--- src/mss_pkg.sv ---
package mss_pkg;

   // ----------------------------------------------------------------
   // Register map (byte addresses on the APB bus)
   // ----------------------------------------------------------------
   localparam int APB_AW = 12;
   localparam logic [11:0] OFS_CTRL = 12'h000;
   localparam logic [11:0] OFS_INSTR = 12'h004;
   localparam logic [11:0] OFS_ACC = 12'h008;
   localparam logic [11:0] OFS_BANK = 12'h00C;
   localparam logic [11:0] OFS_STATUS = 12'h010;
   localparam logic [11:0] OFS_PROD = 12'h014;
   localparam logic [11:0] OFS_INDEX = 12'h018;
   localparam logic [11:0] OFS_WDOG = 12'h01C;
   localparam logic [11:0] OFS_FILE = 12'h100;

   // ----------------------------------------------------------------
   // Field positions
   // ----------------------------------------------------------------
   localparam int CTRL_EXT_BIT = 0;
   localparam int CTRL_WDOG_BIT = 1;
   localparam int ST_C_BIT = 0;
   localparam int ST_N_BIT = 4;
   localparam int ST_TO_BIT = 5;
   localparam int ST_PD_BIT = 6;
   localparam int ST_BUSY_BIT = 7;
   localparam int ST_SLEEP_BIT = 8;
   localparam int OP_D_BIT = 9;
   localparam int OP_A_BIT = 8;
   localparam int BANK_W = 4;

   // ----------------------------------------------------------------
   // Opcodes and addressing constants
   // ----------------------------------------------------------------
   localparam logic [6:0] OPC_MUL_FILE = 7'h01;
   localparam logic [5:0] OPC_SUB_BORROW = 6'h15;
   localparam logic [5:0] OPC_SUB_FILE = 6'h17;
   localparam logic [7:0] OPC_SUB_LIT = 8'h08;
   localparam logic [15:0] OPC_SLEEP = 16'h0003;
   localparam logic [7:0] ACCESS_SPLIT = 8'h60;
   localparam logic [3:0] ACCESS_LOW_BANK = 4'h0;
   localparam logic [3:0] ACCESS_HIGH_BANK = 4'hF;

   // ----------------------------------------------------------------
   // Reset values
   // ----------------------------------------------------------------
   localparam logic TO_RESET = 1'b1;
   localparam logic PD_RESET = 1'b1;
   localparam logic [15:0] INSTR_RESET = 16'h0000;

   // ----------------------------------------------------------------
   // Types
   // ----------------------------------------------------------------
   typedef struct packed {
      logic n;
      logic ov;
      logic z;
      logic dc;
      logic c;
   } mss_flags_t;

   typedef struct packed {
      logic [7:0] res;
      mss_flags_t flags;
   } mss_sub_t;

   typedef enum logic [2:0] {
      PH_IDLE = 3'b000,
      PH_DECODE = 3'b001,
      PH_READ = 3'b010,
      PH_PROCESS = 3'b011,
      PH_WRITE = 3'b100
   } mss_phase_t;

   typedef enum logic [2:0] {
      CL_NOP = 3'b000,
      CL_MUL = 3'b001,
      CL_SUBB = 3'b010,
      CL_SUBL = 3'b011,
      CL_SUBF = 3'b100,
      CL_SLEEP = 3'b101
   } mss_class_t;

endpackage

--- src/mss_sub8.sv ---
`timescale 1ns/1ps
module mss_sub8
   import mss_pkg::*;
(
   // Operands
   input wire logic [7:0] minuend,
   input wire logic [7:0] subtrahend,
   input wire logic carry_in,
   // Result
   output mss_sub_t out
);

   logic [8:0] sum9;
   logic [4:0] sum5;

   // Add the inverted subtrahend; carry in high means no borrow
   always_comb begin
      sum9 = {1'b0, minuend} + {1'b0, ~subtrahend} + {8'h00, carry_in};
      sum5 = {1'b0, minuend[3:0]} + {1'b0, ~subtrahend[3:0]} + {4'h0, carry_in};
      out.res = sum9[7:0];
      out.flags.c = sum9[8];
      out.flags.dc = sum5[4];
      out.flags.z = (sum9[7:0] == 8'h00);
      out.flags.n = sum9[7];
      out.flags.ov = (minuend[7] != subtrahend[7]) && (sum9[7] != minuend[7]);
   end

endmodule

--- src/mss_exec.sv ---
// Register access over APB and the placing of the registers were chosen for this implementation.
`timescale 1ns/1ps
// Notes on behaviour
// RL1 - The file multiply forms the unsigned accumulator-times-file product, high byte to product_high, low to product_low.
// RL2 - The file multiply leaves accumulator, source register and every status flag untouched.
// RL3 - The file multiply is decoded as 0000 001a with an 8-bit file address, bit 8 being the access-bank bit.
// RL4 - With the a bit clear the access bank is used, with it set bank_select picks the register bank.
// RL5 - With a clear, extended set enabled and address at most 95, the operand is addressed indexed from a base.
// RL6 - A destination bit of 0 sends a subtract result to the accumulator, 1 sends it back to the file register.
// RL7 - Subtract with borrow computes accumulator minus file minus inverted carry and updates N, OV, C, DC and Z.
// RL8 - Literal subtract computes literal minus accumulator into the accumulator and updates all five flags.
// RL9 - File subtract computes file minus accumulator to the selected destination and updates all five flags.
// RL10 - The file subtract is decoded from upper bits 010111 with d at bit 9, a at bit 8 and the address low.
// RL11 - Sleep clears the watchdog and its postscaler, sets the expiry flag, clears the power-down flag and stops the clock.
// RL12 - Every instruction is one word executed in four phases: decode, read, process, write.
// RL13 - For subtracts carry means no borrow, zero means an all-zero result and negative copies the result MSB.
// RL14 - A wake-up caused by watchdog expiry clears the expiry flag.
module mss_exec
   import mss_pkg::*;
#(
   parameter int FILE_DEPTH = 64,
   parameter int WDOG_POSTSCALE = 16,
   parameter int WDOG_LIMIT = 256
)
(
   // Clock and reset
   input wire logic pclk,
   input wire logic presetn,
   // APB slave
   input wire logic psel,
   input wire logic penable,
   input wire logic pwrite,
   input wire logic [APB_AW-1:0] paddr,
   input wire logic [31:0] pwdata,
   output logic [31:0] prdata,
   output logic pready,
   output logic pslverr,
   // Wake-up request from outside, asynchronous
   input wire logic wake_in,
   // Core clock gate, high while asleep
   output logic osc_stop
);

   localparam int IDX_W = $clog2(FILE_DEPTH);
   localparam int PS_W = $clog2(WDOG_POSTSCALE);
   localparam int WD_W = $clog2(WDOG_LIMIT);
   localparam logic [PS_W-1:0] PS_LAST = PS_W'(WDOG_POSTSCALE - 1);
   localparam logic [WD_W-1:0] WD_LAST = WD_W'(WDOG_LIMIT - 1);
   localparam logic [APB_AW-1:0] FILE_END = OFS_FILE + APB_AW'(FILE_DEPTH * 4);

   // ----------------------------------------------------------------
   // Parameter checks
   // ----------------------------------------------------------------
   if (FILE_DEPTH < 16 || FILE_DEPTH > 256 || (FILE_DEPTH & (FILE_DEPTH - 1)) != 0) begin : g_bad_depth
      $error("FILE_DEPTH must be a power of two from 16 to 256");
   end
   if (WDOG_POSTSCALE < 2 || WDOG_LIMIT < 2) begin : g_bad_wdog
      $error("Watchdog postscale and limit must be at least 2");
   end

   // ----------------------------------------------------------------
   // State
   // ----------------------------------------------------------------
   logic [7:0] file_mem [FILE_DEPTH];
   logic [7:0] acc_reg, index_reg, prod_hi_reg, prod_lo_reg, opnd_reg, res_reg;
   logic [BANK_W-1:0] bank_reg;
   logic ext_en_reg, wdog_en_reg, expiry_reg, slept_reg, asleep_reg, dest_reg;
   mss_flags_t flags_reg, new_flags_reg;
   logic [15:0] instr_reg, prod_reg;
   mss_phase_t phase_reg;
   mss_class_t class_reg;
   logic [IDX_W-1:0] ea_reg;
   logic [PS_W-1:0] ps_reg;
   logic [WD_W-1:0] wdog_reg;
   logic [2:0] wake_sync_reg;
   logic wake_lvl_reg, pready_reg, pslverr_reg;
   logic [31:0] prdata_reg;

   logic busy, apb_access, apb_commit, wr_ok, addr_is_file, wr_locked;
   logic [11:0] full_addr;
   logic [IDX_W-1:0] apb_idx;
   logic [7:0] faddr, sub_a, sub_b;
   logic sub_cin, wdog_tick, wdog_expire, exec_start, in_write;
   mss_sub_t sub_out;
   mss_class_t dec_class;

   assign busy = (phase_reg != PH_IDLE);
   assign in_write = (phase_reg == PH_WRITE);
   assign apb_access = psel & penable & ~pready_reg;
   assign apb_commit = psel & penable & pready_reg;
   assign wr_ok = apb_commit & pwrite & ~pslverr_reg;
   assign addr_is_file = (paddr >= OFS_FILE) && (paddr < FILE_END) && (paddr[1:0] == 2'b00);
   assign apb_idx = IDX_W'((paddr - OFS_FILE) >> 2);
   assign exec_start = wr_ok & (paddr == OFS_INSTR);
   assign faddr = instr_reg[7:0];
   // Writes that would race the executing instruction are refused, as is a new instruction while asleep
   assign wr_locked = pwrite & ((busy & (addr_is_file | paddr == OFS_INSTR | paddr == OFS_ACC | paddr == OFS_BANK
      | paddr == OFS_STATUS | paddr == OFS_INDEX)) | (asleep_reg & paddr == OFS_INSTR));

   // ----------------------------------------------------------------
   // Instruction decode
   // ----------------------------------------------------------------
   always_comb begin
      if (instr_reg[15:9] == OPC_MUL_FILE) begin
         dec_class = CL_MUL; // [RL3]
      end else if (instr_reg[15:10] == OPC_SUB_BORROW) begin
         dec_class = CL_SUBB;
      end else if (instr_reg[15:10] == OPC_SUB_FILE) begin
         dec_class = CL_SUBF; // [RL10]
      end else if (instr_reg[15:8] == OPC_SUB_LIT) begin
         dec_class = CL_SUBL;
      end else if (instr_reg == OPC_SLEEP) begin
         dec_class = CL_SLEEP;
      end else begin
         dec_class = CL_NOP;
      end
   end

   // Effective file address from a bit, bank and extended mode
   always_comb begin
      if (!instr_reg[OP_A_BIT] && ext_en_reg && faddr < ACCESS_SPLIT) begin
         full_addr = {ACCESS_LOW_BANK, 8'(index_reg + faddr)}; // [RL5]
      end else if (!instr_reg[OP_A_BIT]) begin
         full_addr = {(faddr < ACCESS_SPLIT) ? ACCESS_LOW_BANK : ACCESS_HIGH_BANK, faddr}; // [RL4]
      end else begin
         full_addr = {bank_reg, faddr}; // [RL4]
      end
   end

   // ----------------------------------------------------------------
   // Subtract unit operand steering
   // ----------------------------------------------------------------
   always_comb begin
      sub_a = opnd_reg;
      sub_b = acc_reg;
      sub_cin = 1'b1;
      if (class_reg == CL_SUBB) begin
         sub_a = acc_reg; // [RL7]
         sub_b = opnd_reg;
         sub_cin = flags_reg.c;
      end
   end

   mss_sub8 u_sub (
      .minuend(sub_a),
      .subtrahend(sub_b),
      .carry_in(sub_cin),
      .out(sub_out)
   );

   // ----------------------------------------------------------------
   // Four-phase sequencer
   // ----------------------------------------------------------------
   always_ff @(posedge pclk or negedge presetn) begin
      if (!presetn) begin
         phase_reg <= PH_IDLE;
      end else begin
         case (phase_reg) // [RL12]
            PH_IDLE: begin
               if (exec_start) begin
                  phase_reg <= PH_DECODE;
               end
            end
            PH_DECODE: phase_reg <= PH_READ;
            PH_READ: phase_reg <= PH_PROCESS;
            PH_PROCESS: phase_reg <= PH_WRITE;
            PH_WRITE: phase_reg <= PH_IDLE;
            default: phase_reg <= PH_IDLE;
         endcase
      end
   end

   // Datapath pipeline: decode, operand fetch, compute
   always_ff @(posedge pclk or negedge presetn) begin
      if (!presetn) begin
         class_reg <= CL_NOP;
         dest_reg <= 1'b0;
         ea_reg <= '0;
         opnd_reg <= 8'h00;
         res_reg <= 8'h00;
         prod_reg <= 16'h0000;
         new_flags_reg <= '0;
      end else begin
         if (phase_reg == PH_DECODE) begin
            class_reg <= dec_class;
            dest_reg <= instr_reg[OP_D_BIT];
            ea_reg <= full_addr[IDX_W-1:0];
         end
         if (phase_reg == PH_READ) begin
            opnd_reg <= (class_reg == CL_SUBL) ? faddr : file_mem[ea_reg]; // [RL8]
         end
         if (phase_reg == PH_PROCESS) begin
            prod_reg <= {8'h00, acc_reg} * {8'h00, opnd_reg}; // [RL1]
            res_reg <= sub_out.res; // [RL9]
            new_flags_reg <= sub_out.flags; // [RL13]
         end
      end
   end

   // ----------------------------------------------------------------
   // Architectural registers
   // ----------------------------------------------------------------
   // Accumulator: execution write beats software, which is refused while busy
   always_ff @(posedge pclk or negedge presetn) begin
      if (!presetn) begin
         acc_reg <= 8'h00;
      end else if (in_write && (class_reg == CL_SUBL || ((class_reg == CL_SUBB || class_reg == CL_SUBF) && !dest_reg))) begin
         acc_reg <= res_reg; // [RL6] [RL8]
      end else if (wr_ok && paddr == OFS_ACC) begin
         acc_reg <= pwdata[7:0];
      end
   end

   // File storage; multiply never writes here
   always_ff @(posedge pclk or negedge presetn) begin
      if (!presetn) begin
         for (int i = 0; i < FILE_DEPTH; i++) begin
            file_mem[i] <= 8'h00;
         end
      end else if (in_write && (class_reg == CL_SUBB || class_reg == CL_SUBF) && dest_reg) begin
         file_mem[ea_reg] <= res_reg; // [RL6] [RL2]
      end else if (wr_ok && addr_is_file) begin
         file_mem[apb_idx] <= pwdata[7:0];
      end
   end

   // Product pair
   always_ff @(posedge pclk or negedge presetn) begin
      if (!presetn) begin
         prod_hi_reg <= 8'h00;
         prod_lo_reg <= 8'h00;
      end else if (in_write && class_reg == CL_MUL) begin
         prod_hi_reg <= prod_reg[15:8]; // [RL1]
         prod_lo_reg <= prod_reg[7:0];
      end
   end

   // Arithmetic flags; the multiply and sleep leave them alone
   always_ff @(posedge pclk or negedge presetn) begin
      if (!presetn) begin
         flags_reg <= '0;
      end else if (in_write && (class_reg == CL_SUBB || class_reg == CL_SUBL || class_reg == CL_SUBF)) begin
         flags_reg <= new_flags_reg; // [RL7] [RL9] [RL2]
      end else if (wr_ok && paddr == OFS_STATUS) begin
         flags_reg <= pwdata[ST_N_BIT:ST_C_BIT];
      end
   end

   // Control, bank, index base and instruction word
   always_ff @(posedge pclk or negedge presetn) begin
      if (!presetn) begin
         ext_en_reg <= 1'b0;
         wdog_en_reg <= 1'b0;
         bank_reg <= '0;
         index_reg <= 8'h00;
         instr_reg <= INSTR_RESET;
      end else if (wr_ok) begin
         if (paddr == OFS_CTRL) begin
            ext_en_reg <= pwdata[CTRL_EXT_BIT];
            wdog_en_reg <= pwdata[CTRL_WDOG_BIT];
         end
         if (paddr == OFS_BANK) begin
            bank_reg <= pwdata[BANK_W-1:0];
         end
         if (paddr == OFS_INDEX) begin
            index_reg <= pwdata[7:0];
         end
         if (paddr == OFS_INSTR) begin
            instr_reg <= pwdata[15:0];
         end
      end
   end

   // ----------------------------------------------------------------
   // Watchdog and sleep
   // ----------------------------------------------------------------
   assign wdog_tick = wdog_en_reg && (ps_reg == PS_LAST);
   assign wdog_expire = wdog_tick && (wdog_reg == WD_LAST);

   // Counter keeps running while asleep, it is the only timed wake source
   always_ff @(posedge pclk or negedge presetn) begin
      if (!presetn) begin
         ps_reg <= '0;
         wdog_reg <= '0;
      end else if (in_write && class_reg == CL_SLEEP) begin
         ps_reg <= '0; // [RL11]
         wdog_reg <= '0;
      end else if (wdog_en_reg) begin
         ps_reg <= wdog_tick ? '0 : ps_reg + 1'b1;
         if (wdog_tick) begin
            wdog_reg <= wdog_expire ? '0 : wdog_reg + 1'b1;
         end
      end
   end

   // Three-stage sync; level changes only once stages two and three agree
   always_ff @(posedge pclk or negedge presetn) begin
      if (!presetn) begin
         wake_sync_reg <= 3'b000;
         wake_lvl_reg <= 1'b0;
      end else begin
         wake_sync_reg <= {wake_sync_reg[1:0], wake_in};
         if (wake_sync_reg[1] == wake_sync_reg[2]) begin
            wake_lvl_reg <= wake_sync_reg[2];
         end
      end
   end

   // Sleep state and power flags
   always_ff @(posedge pclk or negedge presetn) begin
      if (!presetn) begin
         asleep_reg <= 1'b0;
         expiry_reg <= TO_RESET;
         slept_reg <= PD_RESET;
      end else if (in_write && class_reg == CL_SLEEP) begin
         asleep_reg <= 1'b1; // [RL11]
         expiry_reg <= 1'b1;
         slept_reg <= 1'b0;
      end else if (wdog_expire) begin
         asleep_reg <= 1'b0;
         expiry_reg <= 1'b0; // [RL14]
      end else if (asleep_reg && wake_lvl_reg) begin
         asleep_reg <= 1'b0;
      end
   end

   // ----------------------------------------------------------------
   // APB slave: answer in the second access cycle
   // ----------------------------------------------------------------
   // Read data and error are registered, so they stand until the next answer
   always_ff @(posedge pclk or negedge presetn) begin
      if (!presetn) begin
         pready_reg <= 1'b0;
         pslverr_reg <= 1'b0;
         prdata_reg <= 32'h0000_0000;
      end else begin
         pready_reg <= apb_access;
         if (apb_access) begin
            pslverr_reg <= wr_locked;
            prdata_reg <= 32'h0000_0000;
            if (addr_is_file) begin
               prdata_reg <= {24'h00_0000, file_mem[apb_idx]};
            end else begin
               case (paddr)
                  OFS_CTRL: prdata_reg <= {30'h0000_0000, wdog_en_reg, ext_en_reg};
                  OFS_INSTR: prdata_reg <= {16'h0000, instr_reg};
                  OFS_ACC: prdata_reg <= {24'h00_0000, acc_reg};
                  OFS_BANK: prdata_reg <= {28'h000_0000, bank_reg};
                  OFS_STATUS: prdata_reg <= {23'h00_0000, asleep_reg, busy, slept_reg, expiry_reg, flags_reg};
                  OFS_PROD: prdata_reg <= {16'h0000, prod_hi_reg, prod_lo_reg};
                  OFS_INDEX: prdata_reg <= {24'h00_0000, index_reg};
                  OFS_WDOG: prdata_reg <= 32'(wdog_reg);
                  default: pslverr_reg <= 1'b1;
               endcase
            end
         end
      end
   end

   assign prdata = prdata_reg;
   assign pready = pready_reg;
   assign pslverr = pslverr_reg;
   assign osc_stop = asleep_reg; // [RL11]

endmodule

--- config.mk ---
export PLATFORM = sky130hd
export DESIGN_NAME = mss_exec
export DESIGN_NICKNAME = d
export VERILOG_FILES = /design/src/mss_pkg.sv /design/src/mss_sub8.sv /design/src/mss_exec.sv
export SDC_FILE = /design/constraint.sdc
export NUM_CORES = 2
export LEC_CHECK = 0
export BUFFER_PORTS_ARGS = -buffer_cell sky130_fd_sc_hd__buf_2
export CORE_MARGIN = 2
export CORE_UTILIZATION = 31
export CTS_CLUSTER_SIZE = 20
export DETAILED_ROUTE_END_ITERATION = 12
export MAX_ROUTING_LAYER = met4
export SETUP_SLACK_MARGIN = 0.3
export SYNTH_ARGS = -nofsm -noshare
export SYNTH_HDL_FRONTEND = slang
export SYNTH_SLANG_ARGS = --single-unit
--- constraint.sdc ---
create_clock -name pclk -period 4.1 [get_ports pclk]
set_input_delay 0.615 -clock pclk [delete_from_list [all_inputs] [get_ports pclk]]
set_output_delay 0.615 -clock pclk [all_outputs]
set_load 0.01 [all_outputs]
# [Word level (Yosys, flattened, before mapping)]
# Cells that the tools add are included.
[word_totals] reg_bits=674 out_inout_bits=35 word_cells=253 in_bits=50
[op_classes] multipliers=1 bitwise_logic=21 mux=46 eq_ne=27 n_addsub=8 n_lt_le_gt_ge=7 reduce_logical=44
[ops] op="512-bit bitwise mux" count=2
[ops] op="512-bit 2-to-1 mux" count=2
[ops] op="16-bit case mux with 8 select lines" count=1
[ops] op="8-bit 2-to-1 mux" count=15
[ops] op="8-bit binary-select mux with 6-bit select" count=2
[ops] op="8-bit demux with 6-bit select" count=2
[ops] op="12-bit by 5-bit equality test with 1-bit output, second input constant" count=4
[ops] op="12-bit by 4-bit equality test with 1-bit output, second input constant" count=2
[ops] op="1-bit logical AND" count=20
[ops] op="3-bit 2-to-1 mux" count=6
[ops] op="16-bit by 2-bit equality test with 1-bit output, second input constant" count=1
[ops] op="8-bit by 8-bit multiplier with 16-bit output" count=1
[ops] op="16-bit 2-to-1 mux" count=1
[ops] op="7-bit greater-or-equal comparator, second input constant" count=2
[ops] op="7-bit by 1-bit < comparator with 1-bit output, second input constant" count=2
[ops] op="6-bit inverter with 7-bit output" count=2
[ops] op="12-bit by 3-bit equality test with 1-bit output, second input constant" count=1
[ops] op="3-bit by 2-bit equality test with 1-bit output, second input constant" count=4
[ops] op="6-bit by 5-bit equality test with 1-bit output, second input constant" count=2
[ops] op="12-bit by 9-bit greater-or-equal comparator with 1-bit output, second input constant" count=1
[ops] op="12-bit zero test" count=1
[ops] op="12-bit by 10-bit < comparator with 1-bit output, second input constant" count=1
[ops] op="4-bit 2-to-1 mux" count=3
[ops] op="3-bit case mux with 4 select lines" count=1
[ops] op="other kinds (35)" count=75

# [Longest topological paths before layout]
[depth] depth_word=13 depth_mapped=17 ltp_nobuf=16

# [Hierarchy]
# Synthesis repeated with hierarchy kept, for this count alone.
[unflattened] cells_unflattened=3858 hier_area_um2=43071.3
[by_module_without_submodules] mod="mss_exec" seq_area_each_um2=16468.3 cells_each=3811 n_inst=1 area_each_um2=42680.9
[by_module_without_submodules] mod="mss_sub8" seq_area_each_um2=0.0 cells_each=47 n_inst=1 area_each_um2=390.4

# [Worst setup path before layout]
# Ideal clock, no wire load.
[synth_path] path_type="reg2reg" startpoint="reg acc_reg[5]" endpoint="reg prod_reg[14]" path_buffers=1 t_required_ns=3.971 period_less_slack_ns=4.257 t_arrival_ns=4.129 path_slack_ns=-0.157 path_stages_with_launch=17 setup_ns=0.129 path_cell_list="dfrtp_1 -> clkbuf_1 -> and2_1 -> fa_1 -> inv_1 -> fa_1 -> inv_1 -> fa_1 -> inv_1 -> fa_1 -> inv_1 -> ha_1 -> a2111oi_0 -> nor3_1 -> nor4_1 -> or4_1 -> nand3_1"
[synth_via] elab_chain_cells=1
[synth_lines] item="from (decl)" line_no="mss_exec.sv:65" text="logic [7:0] acc_reg, index_reg, prod_hi_reg, prod_lo_reg, opnd_reg, res_reg;"
[synth_lines] item="from (signal assigned)" line_no="mss_exec.sv:208" text="acc_reg <= res_reg;"
[synth_lines] item="from (signal assigned)" line_no="mss_exec.sv:210" text="acc_reg <= pwdata[7:0];"
[synth_lines] item="8-bit by 8-bit multiplier with 16-bit output" line_no="mss_exec.sv:193" text="prod_reg <= {8'h00, acc_reg} * {8'h00, opnd_reg};"
[synth_lines] item="to (signal assigned)" line_no="mss_exec.sv:193"
[synth_lines] item="to (decl)" line_no="mss_exec.sv:69" text="logic [15:0] instr_reg, prod_reg;"
# Every way passes these cells.
# A chain may end at the register's enable or synchronous reset.

# [Final worst setup path]
[layout_path] startpoint="reg acc_reg[5]" endpoint="reg prod_reg[15]"
# The elaborated chain is that of the path after synthesis.

==> results.yml <==
timing:
  maxSlewHeadroom_pct: 8.62
  grt_setup_unrepaired: "true"
  min_period_ns: 4.09
  maxSlewViolCount: 0
  fin_skew_ns: 0.0351
  fmax_mhz: 244
  finalSetupTns_ns: 0
  setup_viol: 0
  hold_viol_final: 0
  tightest_slew_ns: 1.37
  period_share_pct: 99.8
  timing.hold.ws_ns: 0.00808
logic_synthesis:
  synth_flop_cell: "dfrtp_1"
  yosysTopAreaCell: "dfrtp_1"
  synthesis.area_um2: 42000
  syn_area_per_cell_um2: 9.88
  synth_area_leaders: "dfrtp_1 39%, mux4_2 10%, a21oi_1 5.2%"
  synth_edf_count: 0
  ys_ff_latch: 657
  syn_inst: 4244
  synth_seq_area_share_pct: 39.2
  synth.top_cell.area_share_pct: 39.1
  synthArstFlopShare_pct: 100
  synth.distinct_cells: 90
  yosysWarnings: 0
clock_network:
  clockBufferDepth: 3
  cts.clk_slew.worst_paths_ns: 0.06
  cts_buffers: 80
  worstSkewPairLatency_ns: 0.70
  cts.sinks: 657
  cts_max_level: 3
  cts_hold_buf: 0
  root_buffer: "clkbuf_16"
  cts_tree: "yes"
setup_path:
  cp_slowest_cell: "fa_1"
  r2r_end: "prod_reg[15]$_DFFE_PN0P_"
  critical-path-top-delay-family: "adder cells"
  r2r_slack_ns: 0.009
  crit_chain: "buf_6, and2_4, fa_1, inv_2, fa_1, fa_1, fa_1, inv_2, ha_4, or3_4, o221a_4, o2111ai_4, a211o_1, nand3_1"
  worst_path_most_repeated_cell: "fa_1"
  critPathKind: "reg2reg"
  r2r-start: "acc_reg[5]$_DFFE_PN0P_"
  path_buf_inv: 3
  cp-start-kind: "register"
  cp.required_ns: 4.67
  ff2ff_path_depth: 14
  cp.depth: 14
  cp-end-kind: "register"
  cp.arrival_ns: 4.67
  cpPeakStageDelay_ns: 0.52
  path_max_fanout: 4
cells_and_area:
  largest_register_ff_count: 512
  fin_nets: 4533
  regMostFlops: "file_mem"
  fin_cells: 6229
  drive_above_1_share_pct: 23.4
  syn_to_final_growth_pct: 17.0
drt:
  wl_mm: 190
  vias: 39500
  drc: 0
  dr.first_iter.drc_count: 5499
  routedWlPerCell_um: 30.5
  via_per_inst: 6.34
  first_pass_iters: 8
  drtAntennaViolNets: 0
die:
  io-pin-count: 85
  die_w_um: 372
  coreArea_um2: 134000
  start_util_pct: 31.3
  rows: 134
  die_area_um2: 138000
  die_y_um: 372
worst_hold_path:
  hp-class: "in2async"
power:
  power_leakage_uw: 0.0190
  powerDensity_nw_per_um2: 680
  vdd_drop_max_uv: 2390
  power_uw: 33400
grt:
  grt_pass1_vias: 38000
  grt_max_degree: 92
  grt_use_total_pct: 27.9
  grt_pass1_wl_mm: 274
  antenna_found_initial: 10
  overflow: 0
place:
  dp.final_hpwl_mm: 131
  port_buffers: 52
  dp.cells: 6068
  gp_congestion: 1.04
job:
  drv_cap: 0
run_status:
  status: "complete, no violations"
==> layout by cell type (no fill, tap or decap), types with 18 or more instances in the layout <==
cell type | synthesis | routed
dfrtp_1 | 655 | 642
nor2_1 | 512 | 508
a21oi_1 | 433 | 431
buf_4 | 39 | 348
nand2_1 | 346 | 334
o21a_1 | 215 | 215
o221ai_1 | 209 | 209
a22oi_1 | 202 | 202
mux4_2 | 188 | 188
o21ai_0 | 168 | 159
mux2_2 | 101 | 101
mux2i_1 | 96 | 96
clkbuf_16 | 0 | 82
inv_1 | 73 | 65
a221oi_1 | 57 | 57
buf_2 | 149 | 48
ha_1 | 53 | 46
and2_1 | 51 | 43
o22ai_1 | 38 | 38
fa_1 | 37 | 35
nor2b_1 | 35 | 26
buf_12 | 0 | 26
o22ai_2 | 25 | 25
nor3_2 | 21 | 23
nor3_1 | 25 | 22
nand2_2 | 9 | 21
nand3_1 | 20 | 20
nor2_2 | 18 | 20
a221o_1 | 19 | 19
nand2b_1 | 18 | 18
clkbuf_8 | 0 | 18
==> through the flow <==
stage          util, %  worst slack (ns)  area, µm²
4_1_cts           36.6            0.0294      49000
6_report          36.6           0.00940      49100
5_1_grt           36.6            -0.171      49100
3_3_place_gp      34.3            -0.132      46000
3_5_place_dp      34.3            -0.150      46000
2_1_floorplan        -            0.0503      42100
==> synthesized netlist by cell type (all sizes together), types with 7 or more instances <==
cell type	count
dfrtp	655
nor2	534
a21oi	433
nand2	355
buf	216
o21a	215
o221ai	209
a22oi	202
mux4	188
o21ai	180
clkbuf	166
mux2	101
mux2i	96
inv	73
o22ai	63
a221oi	60
and2	53
ha	53
nor3	46
fa	37
nor2b	35
nand3	22
a221o	19
a31oi	18
nand2b	18
xor2	18
nor4	14
and3	12
a222oi	11
a22o	10
a21o	9
or2	9
a32oi	8
o31ai	8
or3	8
xnor2	8
nand4	7
==> cell families after synthesis <==
logic type                 after synthesis  share of synthesized area [%]
other                                    1                        0.00894
xor gates and xnor gates                26                          0.588
AOI/OAI and AO/OA                     1491                           24.3
buffers and inverters                  457                           5.05
adders and majority gates               91                           3.37
DFF                                    657                           39.2
muxes                                  385                           15.1
and+or+nand+nor                       1136                           12.3
==> layer usage <==
layer  wire length [µm]  track usage [%]
met1              73100             35.5
met2              79500             39.0
met3              24400             8.49
met4              12900             16.1
met5                  0                -
==> final cells by class <==
class                      count  area (µm²)
timing repair buffer         434        3520
sequential                   657       16500
inverter                      75         282
clock buffer                 116        2360
antenna                        7        17.5
clock inverter                27         462
multi-input combinational   3145       23800
fill                       13300       84900
tap                         1768        2210
==> report_power, final <==
group | internal (µW) | switching [µW]
logic | 8350 | 10100
registers | 6710 | 366
clock network | 4740 | 3080
total | 19800 | 13600
==> how the worst max path moves through the flow <==
stage                             from                       end  slack, ns
2_1_floorplan   acc_reg[3]$_DFFE_PN0P_  prod_reg[15]$_DFFE_PN0P_       0.05
3_5_place_dp    acc_reg[3]$_DFFE_PN0P_  prod_reg[14]$_DFFE_PN0P_      -0.15
5_1_grt         acc_reg[3]$_DFFE_PN0P_  prod_reg[14]$_DFFE_PN0P_      -0.17
3_3_place_gp    acc_reg[3]$_DFFE_PN0P_  prod_reg[14]$_DFFE_PN0P_      -0.13
6_report        acc_reg[5]$_DFFE_PN0P_  prod_reg[15]$_DFFE_PN0P_      0.009
4_1_cts        opnd_reg[4]$_DFFE_PN0N_  prod_reg[14]$_DFFE_PN0P_       0.03
==> timing repair <==
item / CTS / global route
pin swaps: 19 / 9
setup endpoints to repair: 9 / 11
gates resized for setup: 33 / 21
setup buffers: 10 / 0
(Power assumes the default switching activity.)
